--- config.mk ---
export PLATFORM = sky130hd
export DESIGN_NAME = osw_top
export DESIGN_NICKNAME = d
export VERILOG_FILES = /design/src/core/osw_pkg.sv /design/src/core/osw_top.sv
export SDC_FILE = /design/constraint.sdc
export NUM_CORES = 1
export LEC_CHECK = 0
export ABC_AREA = 1
export BUFFER_PORTS_ARGS = -buffer_cell sky130_fd_sc_hd__buf_2
export CAP_MARGIN = 10
export CORE_MARGIN = 3
export CORE_UTILIZATION = 35
export DETAILED_ROUTE_END_ITERATION = 10
export SETUP_SLACK_MARGIN = 0.2
export SLEW_MARGIN = 20
export SYNTH_ARGS = -nofsm -noshare
export SYNTH_HDL_FRONTEND = slang
export SYNTH_SLANG_ARGS = --single-unit
--- constraint.sdc ---
create_clock -name aclk -period 4.8 [get_ports aclk]
set_input_delay 0.72 -clock aclk [delete_from_list [all_inputs] [get_ports aclk]]
set_output_delay 0.72 -clock aclk [all_outputs]
set_load 0.005 [all_outputs]
--- src/core/osw_pkg.sv ---
// shared constants and types for the internal oscillator frequency switch
package osw_pkg;
  // clock of the register side
  localparam int CLK_PERIOD_NS = 100;
  // settling delay after leaving the slow source, in microseconds
  localparam int SETTLE_TIME_US = 4000;
  localparam int SETTLE_CYCLES = SETTLE_TIME_US * 1000 / CLK_PERIOD_NS;
  // falling edges of the requested clock before handover
  localparam logic [2:0] HANDOVER_LAST = 3'h7;
  // postscaler depth: 8 MHz / 2 .. 8 MHz / 64
  localparam int DIV_W = 6;

  // register map: index as printed, byte address four times it
  localparam logic [11:0] OSC_CTRL_IDX = 12'h08f;
  localparam logic [11:0] OSC_CTRL_ADDR = 12'(OSC_CTRL_IDX * 4);
  localparam logic [11:0] IRQ_STATUS_ADDR = 12'h240;
  localparam logic [11:0] IRQ_MASK_ADDR = 12'h244;

  // control register fields and reset values
  localparam int SEL_LSB = 4;
  localparam int STABLE_BIT = 2;
  localparam logic [2:0] SEL_RESET = 3'h0;
  localparam logic [2:0] SEL_SLOW = 3'h0;
  localparam logic [2:0] SEL_FAST = 3'h7;

  // interrupt status bits
  localparam int IRQ_DONE_BIT = 0;
  localparam int IRQ_STABLE_BIT = 1;
  localparam logic [1:0] IRQ_RESET = 2'h0;

  localparam logic [1:0] RESP_OKAY = 2'h0;
  localparam logic [1:0] RESP_SLVERR = 2'h2;

  typedef enum logic [1:0] {ST_RUN, ST_PARK, ST_COUNT} osw_state_t;

  // observable switcher state
  typedef struct packed {
    logic [2:0] active_sel;
    logic       switching;
    logic       settling;
  } osw_stat_t;
endpackage

--- src/core/osw_top.sv ---
// internal oscillator frequency select with glitch-free clock handover
`timescale 1ns/1ps
module osw_top
  import osw_pkg::*;
#(
  parameter int SETTLE = osw_pkg::SETTLE_CYCLES // settling delay in aclk cycles
) (
  input  wire logic              aclk,                 // 10 MHz clock
  input  wire logic              aresetn,              // synchronous reset, low
  input  wire logic [11:0]       s_axi_awaddr,         // write address
  input  wire logic              s_axi_awvalid,        // write address valid
  output logic                   s_axi_awready,        // write address ready
  input  wire logic [31:0]       s_axi_wdata,          // write data
  input  wire logic [3:0]        s_axi_wstrb,          // write byte enables
  input  wire logic              s_axi_wvalid,         // write data valid
  output logic                   s_axi_wready,         // write data ready
  output logic [1:0]             s_axi_bresp,          // write response
  output logic                   s_axi_bvalid,         // write response valid
  input  wire logic              s_axi_bready,         // write response ready
  input  wire logic [11:0]       s_axi_araddr,         // read address
  input  wire logic              s_axi_arvalid,        // read address valid
  output logic                   s_axi_arready,        // read address ready
  output logic [31:0]            s_axi_rdata,          // read data
  output logic [1:0]             s_axi_rresp,          // read response
  output logic                   s_axi_rvalid,         // read data valid
  input  wire logic              s_axi_rready,         // read data ready
  input  wire logic              fast_internal_source, // 8 MHz source level
  input  wire logic              slow_internal_source, // 31.25 kHz source level
  output logic                   switched_clock_out,   // glitch-free system clock
  output logic                   freq_stable_flag,     // fast source settled
  output osw_pkg::osw_stat_t     clk_status,           // switcher state
  output logic                   irq                   // level interrupt
);
  import osw_pkg::*;

  localparam int SW = $clog2(SETTLE + 1);

  if (SETTLE < 2 || SETTLE > 1000000) begin : g_chk
    $error("SETTLE out of range");
  end

  osw_state_t       st;
  logic [2:0]       sel;
  logic [2:0]       active;
  logic [2:0]       edge_cnt;
  logic [DIV_W-1:0] div;
  logic             fast_q;
  logic             slow_q;
  logic [DIV_W-1:0] div_q;
  logic             settling;
  logic [SW-1:0]    settle_cnt;
  logic [1:0]       irq_status;
  logic [1:0]       irq_mask;
  logic             aw_hold;
  logic             w_hold;
  logic [11:0]      aw_addr;
  logic [31:0]      w_data;
  logic [3:0]       w_strb;
  logic             wr_go;
  logic             sel_chg;
  logic             cur_now;
  logic             cur_fall;
  logic             new_fall;
  logic             hand_done;
  logic             fast_fall;
  logic             stable_set;

  // level of the source picked by a select code
  function automatic logic src_lvl(input logic [2:0] s, input logic f,
                                   input logic sl, input logic [DIV_W-1:0] d);
    if (s == SEL_FAST) return f;
    if (s == SEL_SLOW) return sl;
    return d[3'(6) - s];
  endfunction

  ////////////////////////////////////////////////////////////////////
  // postscaler: each stage halves the 8 MHz source
  assign fast_fall = fast_q && !fast_internal_source;
  always_ff @(posedge aclk) begin
    if (!aresetn) begin
      div <= '0;
    end else if (fast_fall) begin
      div <= div + DIV_W'(1);
    end
  end

  // previous source levels for falling edge detection
  always_ff @(posedge aclk) begin
    if (!aresetn) begin
      fast_q <= 1'b0;
      slow_q <= 1'b0;
      div_q  <= '0;
    end else begin
      fast_q <= fast_internal_source;
      slow_q <= slow_internal_source;
      div_q  <= div;
    end
  end

  assign cur_now  = src_lvl(active, fast_internal_source, slow_internal_source, div);
  assign cur_fall = src_lvl(active, fast_q, slow_q, div_q) && !cur_now;
  assign new_fall = src_lvl(sel, fast_q, slow_q, div_q)
                    && !src_lvl(sel, fast_internal_source, slow_internal_source, div);

  ////////////////////////////////////////////////////////////////////
  // switch sequencer: park low on the old clock, count eight new edges
  // a write of a new select in the same cycle restarts the count instead of handing over
  assign hand_done = (st == ST_COUNT) && new_fall && (edge_cnt == HANDOVER_LAST) && !sel_chg;
  always_ff @(posedge aclk) begin
    if (!aresetn) begin
      st       <= ST_RUN;
      active   <= SEL_RESET;
      edge_cnt <= '0;
    end else begin
      unique case (st)
        ST_RUN: begin
          if (sel != active) begin
            st <= ST_PARK;
          end
        end
        ST_PARK: begin
          edge_cnt <= '0;
          if (cur_fall) begin
            st <= ST_COUNT;
          end
        end
        ST_COUNT: begin
          // a new select mid-count restarts the count on the new clock
          if (sel_chg) begin
            edge_cnt <= '0;
          end else if (hand_done) begin
            st     <= ST_RUN;
            active <= sel;
          end else if (new_fall) begin
            edge_cnt <= edge_cnt + 3'h1;
          end
        end
      endcase
    end
  end

  // output flop: follows the active source while running; while parked it may
  // only fall, so a high phase of the old clock is never cut into a runt pulse
  always_ff @(posedge aclk) begin
    if (!aresetn) begin
      switched_clock_out <= 1'b0;
    end else begin
      switched_clock_out <= (st == ST_RUN) ? cur_now
                            : (st == ST_PARK) && switched_clock_out && cur_now;
    end
  end

  ////////////////////////////////////////////////////////////////////
  // stable flag and settling delay
  // a fast-to-fast switch during settling leaves the flag to the timer,
  // the source itself has not settled yet
  assign stable_set = settling && (settle_cnt == SW'(1));
  always_ff @(posedge aclk) begin
    if (!aresetn) begin
      freq_stable_flag <= 1'b0;
      settling         <= 1'b0;
      settle_cnt       <= '0;
    end else if (hand_done && active == SEL_SLOW) begin
      freq_stable_flag <= 1'b0;
      settling         <= 1'b1;
      settle_cnt       <= SW'(SETTLE);
    end else if (hand_done && sel == SEL_SLOW) begin
      settling         <= 1'b0;
    end else if (hand_done && !settling) begin
      freq_stable_flag <= 1'b1;
    end else if (stable_set) begin
      freq_stable_flag <= 1'b1;
      settling         <= 1'b0;
    end else if (settling) begin
      settle_cnt <= settle_cnt - SW'(1);
    end
  end

  assign clk_status = '{active_sel: active, switching: st != ST_RUN, settling: settling};

  ////////////////////////////////////////////////////////////////////
  // AXI4-Lite write path: address and data taken in either order
  assign s_axi_awready = !aw_hold && !s_axi_bvalid;
  assign s_axi_wready  = !w_hold && !s_axi_bvalid;
  assign wr_go         = aw_hold && w_hold;
  assign sel_chg       = wr_go && aw_addr == OSC_CTRL_ADDR && w_strb[0]
                         && w_data[SEL_LSB +: 3] != sel;
  always_ff @(posedge aclk) begin
    if (!aresetn) begin
      aw_hold      <= 1'b0;
      w_hold       <= 1'b0;
      aw_addr      <= '0;
      w_data       <= '0;
      w_strb       <= '0;
      s_axi_bvalid <= 1'b0;
      s_axi_bresp  <= RESP_OKAY;
    end else begin
      if (s_axi_awvalid && s_axi_awready) begin
        aw_hold <= 1'b1;
        aw_addr <= s_axi_awaddr;
      end
      if (s_axi_wvalid && s_axi_wready) begin
        w_hold <= 1'b1;
        w_data <= s_axi_wdata;
        w_strb <= s_axi_wstrb;
      end
      if (wr_go) begin
        aw_hold      <= 1'b0;
        w_hold       <= 1'b0;
        s_axi_bvalid <= 1'b1;
        s_axi_bresp  <= (aw_addr == OSC_CTRL_ADDR || aw_addr == IRQ_STATUS_ADDR
                         || aw_addr == IRQ_MASK_ADDR) ? RESP_OKAY : RESP_SLVERR;
      end else if (s_axi_bready) begin
        s_axi_bvalid <= 1'b0;
      end
    end
  end

  // registers written by software; select taken in any clock state
  always_ff @(posedge aclk) begin
    if (!aresetn) begin
      sel      <= SEL_RESET;
      irq_mask <= IRQ_RESET;
    end else if (wr_go && w_strb[0]) begin
      if (aw_addr == OSC_CTRL_ADDR) begin
        sel <= w_data[SEL_LSB +: 3];
      end
      if (aw_addr == IRQ_MASK_ADDR) begin
        irq_mask <= w_data[1:0];
      end
    end
  end

  // sticky events, write one to clear; a new event beats the clear
  always_ff @(posedge aclk) begin
    if (!aresetn) begin
      irq_status <= IRQ_RESET;
    end else begin
      irq_status <= (irq_status & ~((wr_go && w_strb[0] && aw_addr == IRQ_STATUS_ADDR)
                                    ? w_data[1:0] : 2'h0))
                    | {stable_set || (hand_done && sel != SEL_SLOW && active != SEL_SLOW
                                      && !settling), hand_done};
    end
  end
  assign irq = |(irq_status & irq_mask);

  ////////////////////////////////////////////////////////////////////
  // AXI4-Lite read path: one read in flight, data from a flop
  assign s_axi_arready = !s_axi_rvalid;
  always_ff @(posedge aclk) begin
    if (!aresetn) begin
      s_axi_rvalid <= 1'b0;
      s_axi_rdata  <= '0;
      s_axi_rresp  <= RESP_OKAY;
    end else if (s_axi_arvalid && s_axi_arready) begin
      s_axi_rvalid <= 1'b1;
      s_axi_rresp  <= RESP_OKAY;
      unique case (s_axi_araddr)
        OSC_CTRL_ADDR:   s_axi_rdata <= {24'h0, 1'b0, sel, 1'b0, freq_stable_flag, 2'h0};
        IRQ_STATUS_ADDR: s_axi_rdata <= {30'h0, irq_status};
        IRQ_MASK_ADDR:   s_axi_rdata <= {30'h0, irq_mask};
        default: begin
          s_axi_rdata <= '0;
          s_axi_rresp <= RESP_SLVERR;
        end
      endcase
    end else if (s_axi_rready) begin
      s_axi_rvalid <= 1'b0;
    end
  end
endmodule

# Word level (Yosys, flattened, before mapping)
# Cells that the tools add are included.
# word_totals
ff_bits,108
output_inout_bits,49
word_cells,187
# op_classes
n_addsub,5
order_cmp,2
eq_ne,24
n_mux,59
bitwise_logic,9
n_reduce_logical,63
# op_table
operator,count
$mux W16,5
$eq A12 B10 Y1 const B,6
$mux W1,37
$logic_and A1 B1 Y1,26
$pmux W7 S3,1
$eq A16 B1 Y1 const B,1
$sub A16 B1 Y16 const B,1
$mux W2,7
$bmux W1 S3,4
$ne A2 B2 Y1 const B,6
$reduce_and A4 Y1,3
$reduce_bool A2 Y1,6
$eq A3 B3 Y1 const B,3
$logic_not A1 Y1,9
$mux W3,3
$ne A3 B3 Y1 const B,3
$reduce_bool A3 Y1,3
$lt A3 B4 Y1 const B,2
$reduce_and A2 Y1,4
$add A6 B1 Y6 const B,1
$logic_not A3 Y1,2
$ne A3 B3 Y1,2
$pmux W2 S3,1
$pmux W3 S2,1
other kinds (14),25

# Depth between registers and ports, before layout
# Gate-level depths: netlist of the first run.
# depth
ltp_word,15
mapped_depth,16
depth_no_buf,15

# Worst setup path before layout of the first run
# OpenSTA, ideal clock, no wires.
# synth_timing
path_type,reg-to-reg
start,register active[0]
end,register st[0]
setup_ns,0.064
t_arrival_ns,1.885
required_time_ns,4.736
slack_ns,2.852
stages_incl_launch_ff,15
path_buffers,1
cell_sequence,dfxtp_1 > buf_2 > clkinv_1 > ha_1 > nand3_1 > nor2_1 > nor2_1 > nand2_1 > a21oi_1 > nand2_1 > nand2_1 > nand3_1 > nand2_1 > inv_1 > nor2_1
# synth_between
elab_chain_len,9
word_cells_on_any_way,22
# synth_rtl
element,line,source
"start, declared",osw_top.sv:44,logic [2:0] active;
"start signal, assigned",osw_top.sv:133,active <= sel;
$sub A3 B3 Y3 or $logic_not A3 Y1 (tied branches),"osw_top.sv:73, osw_top.sv:72",
$bmux W1 S3 or $mux W1 (tied branches),"osw_top.sv:73, osw_top.sv:72",
"$mux W1, on equally long branches","osw_top.sv:73, osw_top.sv:72",
$mux W1,osw_top.sv:73,return d[3'(6) - s];
$mux W1,osw_top.sv:72,if (s == SEL_SLOW) return sl;
$logic_not A1 Y1,osw_top.sv:101,"assign cur_fall = src_lvl(active, fast_q, slow_q, div_q) && !cur_now;"
$logic_and A1 B1 Y1,osw_top.sv:101,
$ne A2 B2 Y1 (no source line),-,
$reduce_and A4 Y1 (no source line) (*),-,
"end signal, assigned",osw_top.sv:111,st <= ST_RUN;
"end signal, assigned",osw_top.sv:118,st <= ST_PARK;
"end signal, assigned",osw_top.sv:124,st <= ST_COUNT;
"end, declared",osw_top.sv:42,osw_state_t st;
# Mark *: on every way between the ends. The rest lies on a longest branch, timed or not. The select of a mux whose other input is x is not followed.
# A chain may end at the register's enable or synchronous reset.

# Worst setup path after layout of the first run
# layout_timing
start,register sel[0]
end,register settle_cnt[12]
# layout_between
elab_chain_len,13
word_cells_on_any_way,33
# layout_rtl
element,line,source
"start, declared",osw_top.sv:43,logic [2:0] sel;
"start signal, assigned",osw_top.sv:226,sel <= w_data[SEL_LSB +: 3];
$sub A3 B3 Y3 or $logic_not A3 Y1 (tied branches),"osw_top.sv:73, osw_top.sv:72, osw_top.sv:167",
$bmux W1 S3 or $mux W1 (tied branches),"osw_top.sv:73, osw_top.sv:72",
"$mux W1, on equally long branches","osw_top.sv:73, osw_top.sv:72",
$mux W1,osw_top.sv:73,
$mux W1,osw_top.sv:72,
$logic_not A1 Y1,osw_top.sv:103,"&& !src_lvl(sel, fast_internal_source, slow_internal_source, div);"
$logic_and A1 B1 Y1,osw_top.sv:103,
$logic_and A1 B1 Y1 (3 in series),osw_top.sv:108,assign hand_done = (st == ST_COUNT) && new_fall && (edge_cnt == HANDOVER_LAST) && !sel_chg;
"$logic_and A1 B1 Y1, on equally long branches","osw_top.sv:163, osw_top.sv:167, osw_top.sv:169",
"$ne A2 B2 Y1 (no source line), or another cell as far along",-,
$reduce_and A4 Y1 (no source line),-,
"end signal, assigned",osw_top.sv:166,settle_cnt <= SW'(SETTLE);
"end signal, assigned",osw_top.sv:175,settle_cnt <= settle_cnt - SW'(1);
"end, declared",osw_top.sv:51,logic [SW-1:0] settle_cnt;
# Parallel ways exist; a longest one is shown, timed or not. The select of a mux whose other input is x is not followed.

==> results of run 1 <==
-- power breakdown --
group / internal [uW] / switching (uW) / leakage [uW]
logic: 68.8 / 113 / 0.00154
registers: 678 / 18.9 / 0.000636
clock network: 435 / 273 / 0.000153
-- area by class of cell --
cell class,count,area [um^2],area share [%]
Clock buffer,11,253,5.07
Clock inverter,5,63.8,1.28
Inverter,84,318,6.37
Multi-Input combinational cell,441,2290,45.8
Sequential cell,78,1560,31.3
Tap cell,168,210,4.21
Timing Repair Buffer,59,295,5.92
-- kinds of logic after synthesis --
| kind of cell | Yosys count |
|---|---|
| flip-flops | 78 |
| other | 1 |
| XOR/XNOR | 14 |
| buffers and inverters | 130 |
| adder cells (fa/ha/maj) | 14 |
| AO/OA/AOI/OAI | 101 |
| AND/OR/NAND/NOR | 284 |
-- worst max-delay path, cell delays in order, from the launching register on --
cell and delay (ps):
dfxtp_1 650, inv_4 100, ha_1 350, nand3_1 90, nor2_1 50, nor2_1 80
nand3_1 90, nand2_2 150, nand4_4 250, nand2_4 270, nand2_1 100, nor2_1 100
nor2_1 50
-- routing by layer --
metal | vias up | share of wire (%) | global-route usage [%] | wire (um)
met5 | - | 0 | 0 | 0
met4 | 0 | 1.4 | 5.49 | 138
met3 | 11 | 3.8 | 2.59 | 369
met2 | 85 | 47 | 23.0 | 4500
met1 | 1742 | 48 | 18.6 | 4600
li1 | 2043 | - | - | -
-- layout by cell type, fill, tap and decap left out, types with 7 or more instances in the layout --
| cell | Yosys | routed |
|---|---|---|
| nand2_1 | 117 | 117 |
| inv_1 | 79 | 79 |
| dfxtp_1 | 78 | 78 |
| nor2_1 | 76 | 76 |
| buf_2 | 2 | 59 |
| nand3_1 | 46 | 46 |
| o21ai_0 | 41 | 41 |
| a21oi_1 | 37 | 37 |
| conb_1 | 1 | 28 |
| ha_1 | 14 | 14 |
| nor3_1 | 10 | 10 |
| a21oi_2 | 10 | 10 |
| clkbuf_16 | 0 | 9 |
| xor2_1 | 8 | 8 |
| nor4_1 | 7 | 7 |
| nand4_1 | 7 | 7 |
-- worst min-delay path by stage --
stage | depth (start not counted) | slack [ps] | end | from
4_1_cts | 2 | 430 | div_q[2] | div[2]
2_1_floorplan | 2 | 410 | div_q[2] | div[2]
5_1_grt | 2 | 470 | div_q[1] | div[1]
3_5_place_dp | 2 | 420 | div_q[2] | div[2]
3_3_place_gp | 2 | 420 | div_q[2] | div[2]
6_report | 2 | 430 | div_q[2] | div[2]
-- registers in the layout (all words and copies together), names as in the netlist, 2 cells and up --
| register | count |
|---|---|
| active | 3 |
| aw_addr | 12 |
| div | 6 |
| div_q | 6 |
| edge_cnt | 3 |
| irq_mask | 2 |
| irq_status | 2 |
| s_axi_rdata | 6 |
| sel | 3 |
| settle_cnt | 16 |
| st | 2 |
| w_data | 5 |
-- cell usage after synthesis, drive strengths merged (2+ instances only) --
| master | number |
|---|---|
| nor3 | 11 |
| o22ai | 4 |
| nand2 | 122 |
| clkbuf | 8 |
| inv | 82 |
| or2 | 3 |
| a21oi | 47 |
| dfxtp | 78 |
| a211oi | 2 |
| ha | 14 |
| o21a | 2 |
| o21ai | 41 |
| buf | 38 |
| xnor2 | 5 |
| nand4 | 9 |
| nand3 | 48 |
| a31oi | 2 |
| xor2 | 9 |
| nor4 | 7 |
| clkinv | 2 |
| nor2 | 83 |
-- stage by stage --
stage               std cells  total power, uW  setup WS, ps  hold slack, ps
global route              846             1670          2100             475
global placement          830              887          2360             419
floorplan                 649              852          2850             407
CTS                       846             1610          2310             428
finish                    846             1590          2330             425
detailed placement        830              896          2310             419
==> impl_metrics.tcl, run 1 <==
set metrics [dict create \
    outcome "finished clean" \
    ir_drop_uv 160 \
    grt_pass1_wl_mm 16.5 \
    cts_tree "yes" \
    syn_avg_cell_area_um2 7.05 \
    port_buffers 59 \
    synth_fa_ha_area_share_pct 3.99 \
    synth-xor-area-share_pct 3.14 \
    timing.final.crit_share_pct 51.4 \
    synth_compound_area_share_pct 13.0 \
    async_reset_ff_share_pct 0 \
    rows 40 \
    antenna_cells 0 \
    ys_seq_elements 78 \
    synthSimpleGateAreaFrac_pct 29.6 \
    drt_wl_total_mm 9.61 \
    worstSetupPathType "flop to flop" \
    r2r_start "sel[0]" \
    cts_buffers 9 \
    cts.sinks 78 \
    skew_ps 5.86 \
    setup_viol 0 \
    startpoint "sel[0]" \
    yosysTopAreaCell "dfxtp_1" \
    cp_data_arrival_time_ps 2700 \
    fin_util_pct 41.2 \
    rsz0062_at_grt "false" \
    ys_types 43 \
    fmax_mhz 405 \
    overflow 0 \
    fin_crit_ps 2470 \
    fin_area_um2 4990 \
    cts-root-buf "clkbuf_16" \
    cp_max_fo 18 \
    io_pins 118 \
    place_congestion 0.858 \
    yosys_warnings 0 \
    syn_area_um2 4390 \
    r2r_setup_slack_ps 2330 \
    power_leakage_uw 0.00233 \
    powerDensity_nw_per_um2 318 \
    core_area_um2 12100 \
    synth_top_area_share_pct 35.6 \
    r2r_cells 12 \
    cts_resized 0 \
    syn_inst 622 \
    relSlewSlack_pct 43.2 \
    n_fill_cell 1290 \
    antenna_found_initial 0 \
    synth_edf_count 0 \
    die_h_um 118 \
    cts_hold_buf 0 \
    synthMuxAreaShare_pct 0 \
    required_ps 5030 \
    grt_max_degree 54 \
    grt_usage_pct 14.1 \
    syn2layout_area_growth_pct 13.7 \
    post_cts_buffers 0 \
    synth_top_family_by_area "simple AND/OR/NAND/NOR gates" \
    worst_slew_pin_slew_ps 853 \
    detailed_place.area_um2 4670 \
    wl_per_cell_um 11.4 \
    fin_nets 756 \
    drt_iter0_markers 151 \
    clk_pin_slew_worst_paths_ps 60 \
    die_area_um2 13900 \
    startpoint_type "flop" \
    drc_errors 0 \
    synth-seq-area-share_pct 35.6 \
    cts-htree-levels 3 \
    clk_latency_ps 330 \
    drv_slew 0 \
    cts_buffer_depth 2 \
    synth-main-ff-cell "dfxtp_1" \
    start_util_pct 36.2 \
    dieWidth_um 118 \
    drt_pass1_iterations 5 \
    drive_above_1_share_pct 15.9 \
    final_antenna_net_count 0 \
    drv_cap 0 \
    grt_pass1_vias 3621 \
    tns_ps 0 \
    detailed_place_hpwl_mm 7.23 \
    cp-endpoint "settle_cnt[12]" \
    vias 3881 \
    vias_per_cell 4.59 \
    hold_class "flop to flop" \
    rr_endpoint "settle_cnt[12]" \
    synth.area.top_cells "dfxtp_1 36%, nand2_1 10%, inv_1 6.8%" \
    endpoint_kind "flop" \
    hold_viol 0 \
]
Power figures use the tool's default switching activity.
==> inputs of run 2 (changes only) <==
--- a/config.mk
+++ b/config.mk
@@ -5,7 +5,7 @@
 export SDC_FILE = /design/constraint.sdc
 export NUM_CORES = 1
 export LEC_CHECK = 0
-export ABC_AREA = 1
+export ABC_AREA = 0
 export BUFFER_PORTS_ARGS = -buffer_cell sky130_fd_sc_hd__buf_2
 export CAP_MARGIN = 10
 export CORE_MARGIN = 3
==> constraint.sdc (replaced) <==
create_clock -name aclk -period 2.49 [get_ports aclk]
set_input_delay 0.3735 -clock aclk [delete_from_list [all_inputs] [get_ports aclk]]
set_output_delay 0.3735 -clock aclk [all_outputs]
set_load 0.005 [all_outputs]
==> run 2 against run 1 <==
Net effect: non-clock buffer count is 28 higher; power is 73% higher; global-route usage is 0.36 points higher; critical path type unchanged; critical endpoint is now settle_cnt[0]; highest routed layer unchanged.
==> impl_metrics.tcl, run 2 <==
set metrics [dict create \
    power_leakage_uw 0.00212 \
    die_area_um2 13200 \
    cts.sinks 78 \
    timing.final.crit_share_pct 93.8 \
    synth.most_common_cell "dfxtp_1" \
    wl_per_cell_um 13.4 \
    startpoint_type "flop" \
    dieWidth_um 115 \
    grt_pass1_wl_mm 15.2 \
    relSlewSlack_pct 59.3 \
    async_reset_ff_share_pct 0 \
    cts-root-buf "clkbuf_16" \
    required_ps 2770 \
    largest_register_ffs 16 \
    drt_wl_total_mm 9.16 \
    crit_slowest_cell "dfxtp_2" \
    hold_class "primary input to flop" \
    fmax_mhz 428 \
    io_pins 118 \
    cp_cell_sequence "inv_2 > ha_4 > nand2_2 > o311a_1 > nor4_4 > o2111ai_4 > buf_6 > buf_16 > o21a_4 > xnor2_2 > nor2_1" \
    grt_usage_pct 14.5 \
    reg.largest.list "settle_cnt (16), aw_addr (12)" \
    n_fill_cell 1111 \
    worst_slew_pin_slew_ps 610 \
    start_util_pct 36.1 \
    vias_per_cell 4.79 \
    tns_ps 0 \
    synth_fa_ha_area_share_pct 4.21 \
    fin_crit_ps 2340 \
    cp_max_fo 5 \
    powerDensity_nw_per_um2 536 \
    hold_viol 0 \
    synth_top_area_share_pct 37.6 \
    syn2layout_area_growth_pct 23.1 \
    crit_family "compound AO/OA/AOI/OAI gates" \
    rows 39 \
    port_buffers 59 \
    synth_commonest_cells "78 x dfxtp_1, 51 x nand2_1, 32 x buf_4, 32 x nor2_1, 26 x nor2b_1" \
    fin_area_um2 5120 \
    setup_viol 0 \
    synth-main-ff-cell "dfxtp_1" \
    synthSimpleGateAreaFrac_pct 22.0 \
    regMostFlops "settle_cnt" \
    cts_buffer_depth 2 \
    final_antenna_net_count 0 \
    grt_max_degree 37 \
    detailed_place_hpwl_mm 6.52 \
    syn_area_um2 4160 \
    drv_slew 0 \
    rsz0062_at_grt "true" \
    core_area_um2 11500 \
    drc_errors 0 \
    antenna_cells 0 \
    skew_ps 9.68 \
    cts_tree "yes" \
    place_congestion 0.799 \
    die_h_um 115 \
    outcome "finished clean" \
    drive_above_1_share_pct 26.9 \
    clk_pin_slew_worst_paths_ps 60 \
    fin_util_pct 44.4 \
    ys_types 62 \
    worstSetupPathType "flop to flop" \
    synth.area.top_cells "dfxtp_1 38%, buf_4 5.8%, nand2_1 4.6%" \
    ys_seq_elements 78 \
    ir_drop_uv 310 \
    drt_iter0_markers 162 \
    vias 3270 \
    synth_compound_area_share_pct 16.0 \
    yosysTopAreaCell "dfxtp_1" \
    cp_data_arrival_time_ps 2610 \
    cts-htree-levels 3 \
    overflow 0 \
    synth_top_family_by_area "simple AND/OR/NAND/NOR gates" \
    drv_cap 0 \
    syn_inst 460 \
    syn_avg_cell_area_um2 9.04 \
    synth-seq-area-share_pct 37.6 \
    final_cell_mix "75 x dfxtp_1, 59 x buf_2, 50 x nand2_1, 29 x nor2_1, 28 x conb_1" \
    endpoint_kind "flop" \
    crit_buf_inv 3 \
    drt_pass1_iterations 4 \
    total_power_uw 2740 \
    yosys_warnings 0 \
    finalHoldWorstSlack_ps 280 \
    grt_pass1_vias 3174 \
    clk_latency_ps 340 \
    detailed_place.area_um2 4580 \
    final_common_cell "dfxtp_1" \
    synthMuxAreaShare_pct 5.51 \
    cts_buffers 9 \
    synth_edf_count 0 \
    antenna_found_initial 0 \
    cpPeakStageDelay_ps 360 \
    fin_nets 618 \
    synth-xor-area-share_pct 5.48 \
]
## run 2: cell count changes after synthesis, moves of 19 or more
cell / delta
and2_1: +19
nor2b_1: +26
nand2_1: -66
nand3_1: -41
o21ai_0: -33
inv_1: -63
nor2_1: -44
a21oi_1: -26
## run 2: metrics by stage
step / std cells / worst slack, ps
3_5_place_dp: 656 / 81.1
4_1_cts: 675 / 134
2_1_floorplan: 487 / 208
5_1_grt: 682 / 27.7
6_report: 682 / 155
3_3_place_gp: 656 / 120
## run 2: layout make-up
| class | instances | area (um^2) | area share [%] |
|---|---|---|---|
| timing repair buffer | 87 | 571 | 11.2 |
| clock inverter | 3 | 21.3 | 0.416 |
| tap | 143 | 179 | 3.50 |
| clock buffer | 12 | 246 | 4.82 |
| multi-input combinational | 343 | 2470 | 48.2 |
| sequential | 78 | 1570 | 30.7 |
| inverter | 16 | 62.6 | 1.22 |
## run 2: repair_timing
item | CTS | global route
gates resized for setup | 9 | 27
setup buffers | 2 | 7
hold buffers | 0 | 0
setup endpoints to repair | 7 | 26
pin swaps | 2 | 13
gates cloned | 2 | 0
## run 2: routing by layer
layer	routed length, um	up-vias	GRT usage (%)
met5	0	-	0
met4	133	0	5.16
met3	454	9	4.58
met1	4200	1515	18.6
met2	4370	69	22.9
li1	-	1677	-
## run 2: where the power goes
part,leakage [uW],internal [uW],total (uW),switching [uW]
Combinational,0.00136,103,229,126
Clock,0.000129,697,1200,506
Sequential,0.000635,1280,1310,27.7
## run 2: path summary, 6_finish.rpt
kind | from | to | slack (ps) | cells past startpoint
setup / recovery | sel[0] | settle_cnt[0] | 150 | 11
hold / removal | s_axi_awaddr[10] | aw_addr[10] | 280 | 3
setup reg to reg | sel[0] | settle_cnt[0] | 150 | 11
hold reg to reg | edge_cnt[2] | edge_cnt[2] | 470 | 2
## run 2: cells by family after synthesis
kind of cell | count (synthesis)
compound gates | 83
simple gates | 172
other cells | 1
mux | 20
flops | 78
xor+xnor | 26
buf+inv | 66
fa+ha+maj | 14
## run 2: worst min-delay path: stages
cell and delay [ps]:
buf_2 90, nand2_1 40, a21boi_0 60
==> inputs of run 3 (changes only) <==
==> constraint.sdc (replaced) <==
create_clock -name aclk -period 2.6 [get_ports aclk]
set_input_delay 0.39 -clock aclk [delete_from_list [all_inputs] [get_ports aclk]]
set_output_delay 0.39 -clock aclk [all_outputs]
set_load 0.005 [all_outputs]
==> run 3 against run 2 <==
Net effect: power down 0.58%; combinational power down 6%; sequential power down 5%; wire length up 1.8%; non-clock buffer count down 3; first-iteration DRC count down 28%; via count up 1.7%; setup slack better by 72 ps; maximum frequency down 1.6%; global-route usage down 0.16 points; final cell count down 0.29%; count of clock-buffer cells in the layout down 3; critical endpoint is now settle_cnt[3].
==> impl_metrics.tcl, run 3 (synthesis gave the netlist of run 2 again) <==
set metrics [dict create \
    final_common_cell "dfxtp_1" \
    drt_pass1_iterations 4 \
    io_pins 118 \
    powerDensity_nw_per_um2 537 \
    worst_slew_pin_slew_ps 582 \
    setup_viol 0 \
    outcome "finished clean" \
    r2r_setup_slack_ps 230 \
    skew_ps 9.92 \
    vias_per_cell 4.89 \
    reg.largest.list "settle_cnt (16), aw_addr (12)" \
    grt_pass1_wl_mm 15.4 \
    timing.final.crit_share_pct 91.3 \
    grt_max_degree 39 \
    clk_pin_slew_worst_paths_ps 70 \
    rr_endpoint "settle_cnt[3]" \
    dieWidth_um 115 \
    overflow 0 \
    drt_wl_total_mm 9.33 \
    place_congestion 0.808 \
    fmax_mhz 421 \
    n_fill_cell 1124 \
    hold_viol 0 \
    instances_no_fill 680 \
    core_area_um2 11500 \
    antenna_cells 0 \
    detailed_place_hpwl_mm 6.54 \
    dp_cells 655 \
    rsz0062_at_grt "true" \
    drc_errors 0 \
    final_antenna_net_count 0 \
    cts.sinks 78 \
    clk_latency_ps 340 \
    cts-htree-levels 3 \
    final_cell_mix "75 x dfxtp_1, 59 x buf_2, 50 x nand2_1, 32 x nor2_1, 28 x conb_1" \
    port_buffers 59 \
    ir_drop_uv 250 \
    cts-root-buf "clkbuf_16" \
    rows 39 \
    wl_per_cell_um 13.7 \
    antenna_found_initial 0 \
    multi_input_area_um2 2440 \
    r2r_cells 11 \
    worstSetupPathType "flop to flop" \
    start_util_pct 36.1 \
    cts_tree "yes" \
    vias 3327 \
    hold_class "primary input to flop" \
    drv_slew 0 \
    fin_crit_ps 2370 \
    die_h_um 115 \
    power_leakage_uw 0.00211 \
    syn2layout_area_growth_pct 22.1 \
    die_area_um2 13200 \
    regMostFlops "settle_cnt" \
    largest_register_ffs 16 \
    tns_ps 0 \
    cp_data_arrival_time_ps 2610 \
    drt_iter0_markers 117 \
    cp-endpoint "settle_cnt[3]" \
    cts_buffer_depth 2 \
    startpoint_type "flop" \
    startpoint "sel[0]" \
    fin_nets 615 \
    endpoint_kind "flop" \
    drv_cap 0 \
    regArea_um2 1570 \
    grt_pass1_vias 3209 \
    drive_above_1_share_pct 26.1 \
    required_ps 2840 \
    relSlewSlack_pct 61.2 \
    cp_max_fo 7 \
    r2r_start "sel[0]" \
    grt_usage_pct 14.3 \
    cts_buffers 9 \
]
==> run 3: per-stage QoR <==
step	utilization, %	power, uW	cell area [um^2]	hold WS [ps]	setup slack [ps]
floorplan	-	1450	4270	438	219
global placement	39.6	1490	4560	448	165
detailed placement	39.6	1500	4560	457	135
CTS	43.0	2770	4950	281	159
global route	44.1	2840	5080	293	137
finish	44.1	2730	5080	286	227
==> run 3: worst max-delay path: stages, from the launching register on <==
cell	delay, ps
dfxtp_4	390
inv_4	50
ha_4	280
nand2_2	40
o311a_1	310
nor4_4	230
o2111ai_4	190
buf_12	200
buf_4	140
o211ai_1	200
xor2_1	190
nor2_1	50
==> run 3: cell type report <==
cell class	instances	share of cell area, %
timing repair buffer	84	10.3
clock inverter	7	1.45
inverter	16	1.23
multi-input combinational	343	48.2
clock buffer	9	4.44
sequential	78	30.9
tap	143	3.52
==> run 3: power by group <==
part	total [uW]	internal, uW	leakage, uW	switching [uW]
clock	1260	681	0.000148	576
combinational	216	96.6	0.00133	120
sequential	1250	1230	0.000635	25.6
total	2730	2010	0.00211	722
==> run 3: how the worst min path moves through the flow <==
| stage | depth (start not counted) | slack, ps | to | startpoint |
|---|---|---|---|---|
| floorplan | 2 | 440 | aw_addr[11] | aw_addr[11] |
| global placement | 2 | 450 | edge_cnt[2] | edge_cnt[2] |
| detailed placement | 2 | 460 | aw_addr[11] | aw_addr[11] |
| CTS | 3 | 280 | aw_addr[10] | s_axi_awaddr[10] |
| global route | 3 | 290 | aw_addr[10] | s_axi_awaddr[10] |
| finish | 3 | 290 | aw_addr[10] | s_axi_awaddr[10] |
==> run 3: timing repair <==
item / CTS / global route
setup buffers: 2 / 6
pin swaps: 0 / 7
gates resized for setup: 5 / 24
setup endpoints to repair: 4 / 24
cloned: 1 / 0
hold buffers: 0 / 0
==> run 3: routing by layer <==
metal	up-vias	global-route usage (%)	part of all wire (%)
li1	1673	-	-
met1	1562	18.0	46
met2	79	24.3	48
met3	13	2.32	3.8
met4	0	6.10	2.0
met5	-	0	0
